==> src/verilog/fmd_pkg.sv <==
package fmd_pkg;

  // Instruction word and datapath widths.
  localparam int unsigned INSTR_W = 14;
  localparam int unsigned DATA_W  = 8;
  localparam int unsigned ADDR_W  = 7;

  // Opcode field positions.
  localparam int unsigned DEST_BIT = 7;

  // Upper six bits that mark the file-move opcode.
  localparam logic [5:0] OP_MOVE_FILE  = 6'h08;
  // Upper seven bits that mark the store-working opcode.
  localparam logic [6:0] OP_STORE_WORK = 7'h01;
  // Fixed word of the option-load opcode.
  localparam logic [13:0] OP_OPTION_LD = 14'h0062;

  // Values after reset.
  localparam logic [7:0] WORK_RESET   = 8'h00;
  localparam logic [7:0] OPTION_RESET = 8'hFF;
  localparam logic       ZERO_RESET   = 1'b0;

  // Decoded instruction classes.
  typedef enum logic [1:0] {
    FMD_OTHER,
    FMD_MOVE_FILE,
    FMD_STORE_WORK,
    FMD_OPTION_LOAD
  } fmd_op_t;

  // Write request to the file register array.
  typedef struct packed {
    logic       en;
    logic [6:0] addr;
    logic [7:0] data;
  } fmd_fwr_t;

endpackage

==> src/verilog/fmd_core.sv <==
// Operation
// - Decode file-move opcode, bit 7 destination, 7-bit address; read source.
// - File-move with destination clear loads working register; file untouched.
// - File-move with destination set writes source back to same file.
// - File-move sets zero flag from moved value for both destinations.
// - Store-working opcode copies working register to file; flags unchanged.
module fmd_core (
  // Clock, reset and enable.
  input  wire logic                mclk,
  input  wire logic                reset_n,
  input  wire logic                clk_en,
  // Instruction issue.
  input  wire logic                instr_valid,
  input  wire logic [13:0]         instr,
  // File register read port.
  output logic      [6:0]          file_raddr,
  input  wire logic [7:0]          file_rdata,
  // File register write port.
  output fmd_pkg::fmd_fwr_t        file_wr_q,
  // Core state.
  output logic      [7:0]          work_q,
  output logic      [7:0]          option_q,
  output logic                     zero_q
);

  ////////////////////////////////////////////////////////////////////////////
  fmd_pkg::fmd_op_t op;
  logic             dest_file;
  logic [7:0]       src;

  // File address is read combinationally from the array in the same cycle.
  assign file_raddr = instr[6:0];
  assign src        = file_rdata;
  assign dest_file  = instr[fmd_pkg::DEST_BIT];

  // Classify the instruction word.
  always_comb begin
    op = fmd_pkg::FMD_OTHER;
    if (!instr_valid) begin
      op = fmd_pkg::FMD_OTHER;
    end else if (instr[13:8] == fmd_pkg::OP_MOVE_FILE) begin
      op = fmd_pkg::FMD_MOVE_FILE;
    end else if (instr[13:7] == fmd_pkg::OP_STORE_WORK) begin
      op = fmd_pkg::FMD_STORE_WORK;
    end else if (instr == fmd_pkg::OP_OPTION_LD) begin
      op = fmd_pkg::FMD_OPTION_LOAD;
    end
  end

  ////////////////////////////////////////////////////////////////////////////
  // Working register is loaded only by a file-move to the working register.
  always_ff @(posedge mclk or negedge reset_n) begin
    if (!reset_n) begin
      work_q <= fmd_pkg::WORK_RESET;
    end else if (clk_en) begin
      if (op == fmd_pkg::FMD_MOVE_FILE && !dest_file) begin
        work_q <= src;
      end
    end
  end

  // Zero flag follows every file-move and nothing else here.
  always_ff @(posedge mclk or negedge reset_n) begin
    if (!reset_n) begin
      zero_q <= fmd_pkg::ZERO_RESET;
    end else if (clk_en) begin
      if (op == fmd_pkg::FMD_MOVE_FILE) begin
        zero_q <= (src == 8'h00);
      end
    end
  end

  // Registered file write; a one-cycle pulse per writing instruction.
  always_ff @(posedge mclk or negedge reset_n) begin
    if (!reset_n) begin
      file_wr_q <= '0;
    end else if (clk_en) begin
      file_wr_q.en   <= 1'b0;
      file_wr_q.addr <= instr[6:0];
      file_wr_q.data <= src;
      if (op == fmd_pkg::FMD_MOVE_FILE && dest_file) begin
        file_wr_q.en   <= 1'b1;
      end else if (op == fmd_pkg::FMD_STORE_WORK) begin
        file_wr_q.en   <= 1'b1;
        file_wr_q.data <= work_q;
      end
    end
  end

  // Option register is loaded from the working register.
  always_ff @(posedge mclk or negedge reset_n) begin
    if (!reset_n) begin
      option_q <= fmd_pkg::OPTION_RESET;
    end else if (clk_en) begin
      if (op == fmd_pkg::FMD_OPTION_LOAD) begin
        option_q <= work_q;
      end
    end
  end
endmodule // fmd_core

==> config.mk <==
export PLATFORM = sky130hd
export DESIGN_NAME = fmd_core
export DESIGN_NICKNAME = d
export VERILOG_FILES = /design/src/verilog/fmd_pkg.sv /design/src/verilog/fmd_core.sv
export SDC_FILE = /design/constraint.sdc
export NUM_CORES = 1
export LEC_CHECK = 0
export ABC_AREA = 1
export BUFFER_PORTS_ARGS = -buffer_cell sky130_fd_sc_hd__buf_2
export CAP_MARGIN = 10
export CORE_AREA = 2 2 60 62
export DETAILED_ROUTE_END_ITERATION = 6
export DIE_AREA = 0 0 62 64
export GPL_TIMING_DRIVEN = 0
export PLACE_DENSITY = 0.9
export SYNTH_ARGS = -nofsm -noshare
export SYNTH_HDL_FRONTEND = slang
export SYNTH_SLANG_ARGS = --single-unit
==> constraint.sdc <==
create_clock -name mclk -period 2.3 [get_ports mclk]
set_input_delay 0 -clock mclk [delete_from_list [all_inputs] [get_ports mclk]]
set_output_delay 0 -clock mclk [all_outputs]
set_load 0.05 [all_outputs]
==> qor.csv <==
stage;metric;value;unit
floorplan;die-area;0.00397;mm^2
floorplan;io_pins;66;
floorplan;fp.dieW;62;um
routing;vias;1642;
critical_path;path_cells;dlygate4sd3_1 > buf_2 > nor2_1 > nand3_1 > nor2_2 > nand3_4 > nand2_1 > nand2_1;
status;status;complete, no violations;
critical_path;slowest_stage;dlygate4sd3_1;
worst_hold_path;hold_class;input pin to flop;
routing;viasPerCell;4.89;
global_routing;grt_pass1_vias;1646;
critical_path;crit_path_end_kind;flop;
critical_path;cp_slowest_stage_delay;0.54;ns
clock_network;cts_buffer_depth;2;
synthesis;avgSynthCellArea;8.21;um^2
critical_path;critPathTopFamily;simple AND/OR/NAND/NOR gates;
clock_network;clkLatencyLatePin;0.34;ns
synthesis;yosys_warnings;0;
clock_network;root_buffer;clkbuf_4;
floorplan;die_y;64;um
layout;area_delta_synth_final;36.7;%
global_routing;gr-usage-all-layers;23.9;%
timing;fin_crit_sh;58.5;%
floorplan;initial_core_util;50.0;%
critical_path;rr_worst_depth;3;
worst_hold_path;whs_endpoint;file_wr_q[2];
critical_path;r2r-start;file_wr_q[7];
routing;wl;4240;um
layout;num-fill-cells;262;
timing;layout_min_cycle_time;1.35;ns
layout;layout-drive-gt1-share;37.6;%
floorplan;num_rows;21;
routing;ant_nets;0;
synthesis;ys_seq_elements;33;
critical_path;worstSetupStartpointType;input pin;
clock_network;cts_buffers;5;
routing;drt_iter0_drc;97;
critical_path;crit_top_cell;nand2_1;
timing;finalSetupViolCount;0;
synthesis;synth_nets;226;
timing;fin_skew;0.0129;ns
worst_hold_path;hold_path_depth;4;
routing;routedWlPerCell;12.6;um
global_routing;antenna_found_initial;0;
layout;antenna_cells;0;
job;cap_violations;0;
placement;gp_congestion;0.869;
clock_network;cts_hold_buf;17;
placement;port-buffer-count;65;
routing;drc_errors;0;
global_routing;grt_overflow;0;
timing;tightestPinTransition;0.690;ns
placement;dp_cells;311;
clock_network;post_cts_buffers;0;
clock_network;h-tree-depth;2;
timing;hold_viol_final;0;
clock_network;cts_resized;0;
critical_path;reg2reg_slack;1.44;ns
synthesis;syn_inst;200;
critical_path;path_class;input pin to flop;
timing;timing.fmax;743;MHz
synthesis;seq_area_frac_synth;50.9;%
worst_hold_path;hp-start;clk_en;
timing;slew_headroom;54.0;%
synthesis;syn_area;0.00164;mm^2
floorplan;core-area;0.00328;mm^2
routing;firstDrtPassIters;5;
clock_network;cts_tree;yes;
timing;setup_tns;0;ns
timing;rsz0062_at_grt;no;
timing;drv_slew;0;
placement;hpwlAfterDp;2820;um
clock_network;clkTransAtPathRegs;0.11;ns
critical_path;crit_arrival;1.64;ns
critical_path;reg2reg_to;file_wr_q[7];
clock_network;cts.sinks;33;
power_and_ir_drop;powerDensity;568;mW/mm^2
layout;nets;315;
placement;placed_area;0.00202;mm^2
critical_path;path_max_fanout;9;
power_and_ir_drop;ir_drop;0.348;mV
power_and_ir_drop;totalPowerFinal;1.28;mW
power_and_ir_drop;p_leak;1.24;nW
critical_path;cp.required;2.59;ns
layout;fin_cells;336;
critical_path;worst-path-buf-inv;2;
global_routing;grt_max_degree;34;
global_routing;grt_pass1_wl;6980;um
layout;finish.instance_area;0.00224;mm^2
synthesis;synth_cell_type_count;22;
cells in the final DEF (no fill, tap or decap), drive strengths merged:
cell         synthesis  layout
nand3               20      20
dfstp                8       8
nor3                 1       1
nand2               70      70
dlygate4sd3          0      17
dfrtp               25      25
o21ai               10      10
buf                  9      74
o211ai               1       1
inv                 26      26
or2                  9       9
clkbuf               3      10
clkinv               0       1
nor2                 7       7
nand4               11      11
cell type report:
cell class | count | area (um^2) | area share (%)
inverters | 26 | 97.6 | 4.35
plain buffers | 12 | 80.1 | 3.57
repair buffers | 82 | 495 | 22.1
multi-input cells | 129 | 628 | 28.0
clock buffers | 7 | 45.0 | 2.01
well taps | 46 | 57.6 | 2.56
clock inverters | 1 | 5.00 | 0.223
flip-flops and latches | 33 | 836 | 37.2
through the flow:
step	setup slack [ns]	hold WS [ns]	util [%]
6_report	0.953	0.0207	68.3
5_1_grt	0.829	0.0252	68.3
4_1_cts	1.03	0.0215	68.3
3_5_place_dp	1.22	0.0846	61.6
3_3_place_gp	1.25	0.0745	61.6
2_1_floorplan	1.22	-0.296	-
synthesized netlist by cell type (all sizes together):
master | count | area [um^2]
nand4 | 11 | 68.8
nand3 | 20 | 118
clkbuf | 3 | 11.3
or2 | 9 | 56.3
dfstp | 8 | 210
inv | 26 | 97.6
nor3 | 1 | 16.3
o211ai | 1 | 7.51
nand2 | 70 | 265
nor2 | 7 | 46.3
dfrtp | 25 | 626
buf | 9 | 68.8
o21ai | 10 | 50.1
how the worst max path moves through the flow:
stage                      start           end  depth (start not counted)
finish                  instr[0]   option_q[6]                          8
global route            instr[0]   option_q[2]                          8
CTS                     instr[0]   option_q[6]                          8
detailed placement      instr[0]   option_q[6]                          7
global placement        instr[9]  file_wr_q[5]                          9
floorplan           file_wr_q[0]  file_wr_q[0]                          3
state kept, by name (all words and copies together) (netlist names):
register / count
work_q: 8
zero_q: 1
option_q: 8
file_wr_q: 16
worst min-delay path, stage by stage:
cell	delay [ns]
buf_2	0.13
or2_2	0.12
nand2_1	0.04
inv_1	0.04
routing by layer:
metal | vias up | wire, um | track usage (%)
li1 | 801 | - | -
met4 | 0 | 152 | 13.6
met3 | 22 | 303 | 5.67
met1 | 733 | 1680 | 27.7
met2 | 86 | 2100 | 38.8
met5 | - | 0 | 0
cells by family (layout without fill, tap and decap cells):
kind of cell,count (synthesis),in the layout,share of synthesized area (%)
AO/OA/AOI/OAI,11,11,3.51
buffers and inverters,38,128,10.8
flip-flops,33,33,50.9
AND/OR/NAND/NOR,118,118,34.8
power by group:
group,switching (mW),internal (mW)
clock,0.199,0.119
sequential,0.0191,0.611
combinational,0.231,0.0965
total,0.449,0.826
No activity file was read; power rests on OpenSTA's default activity.
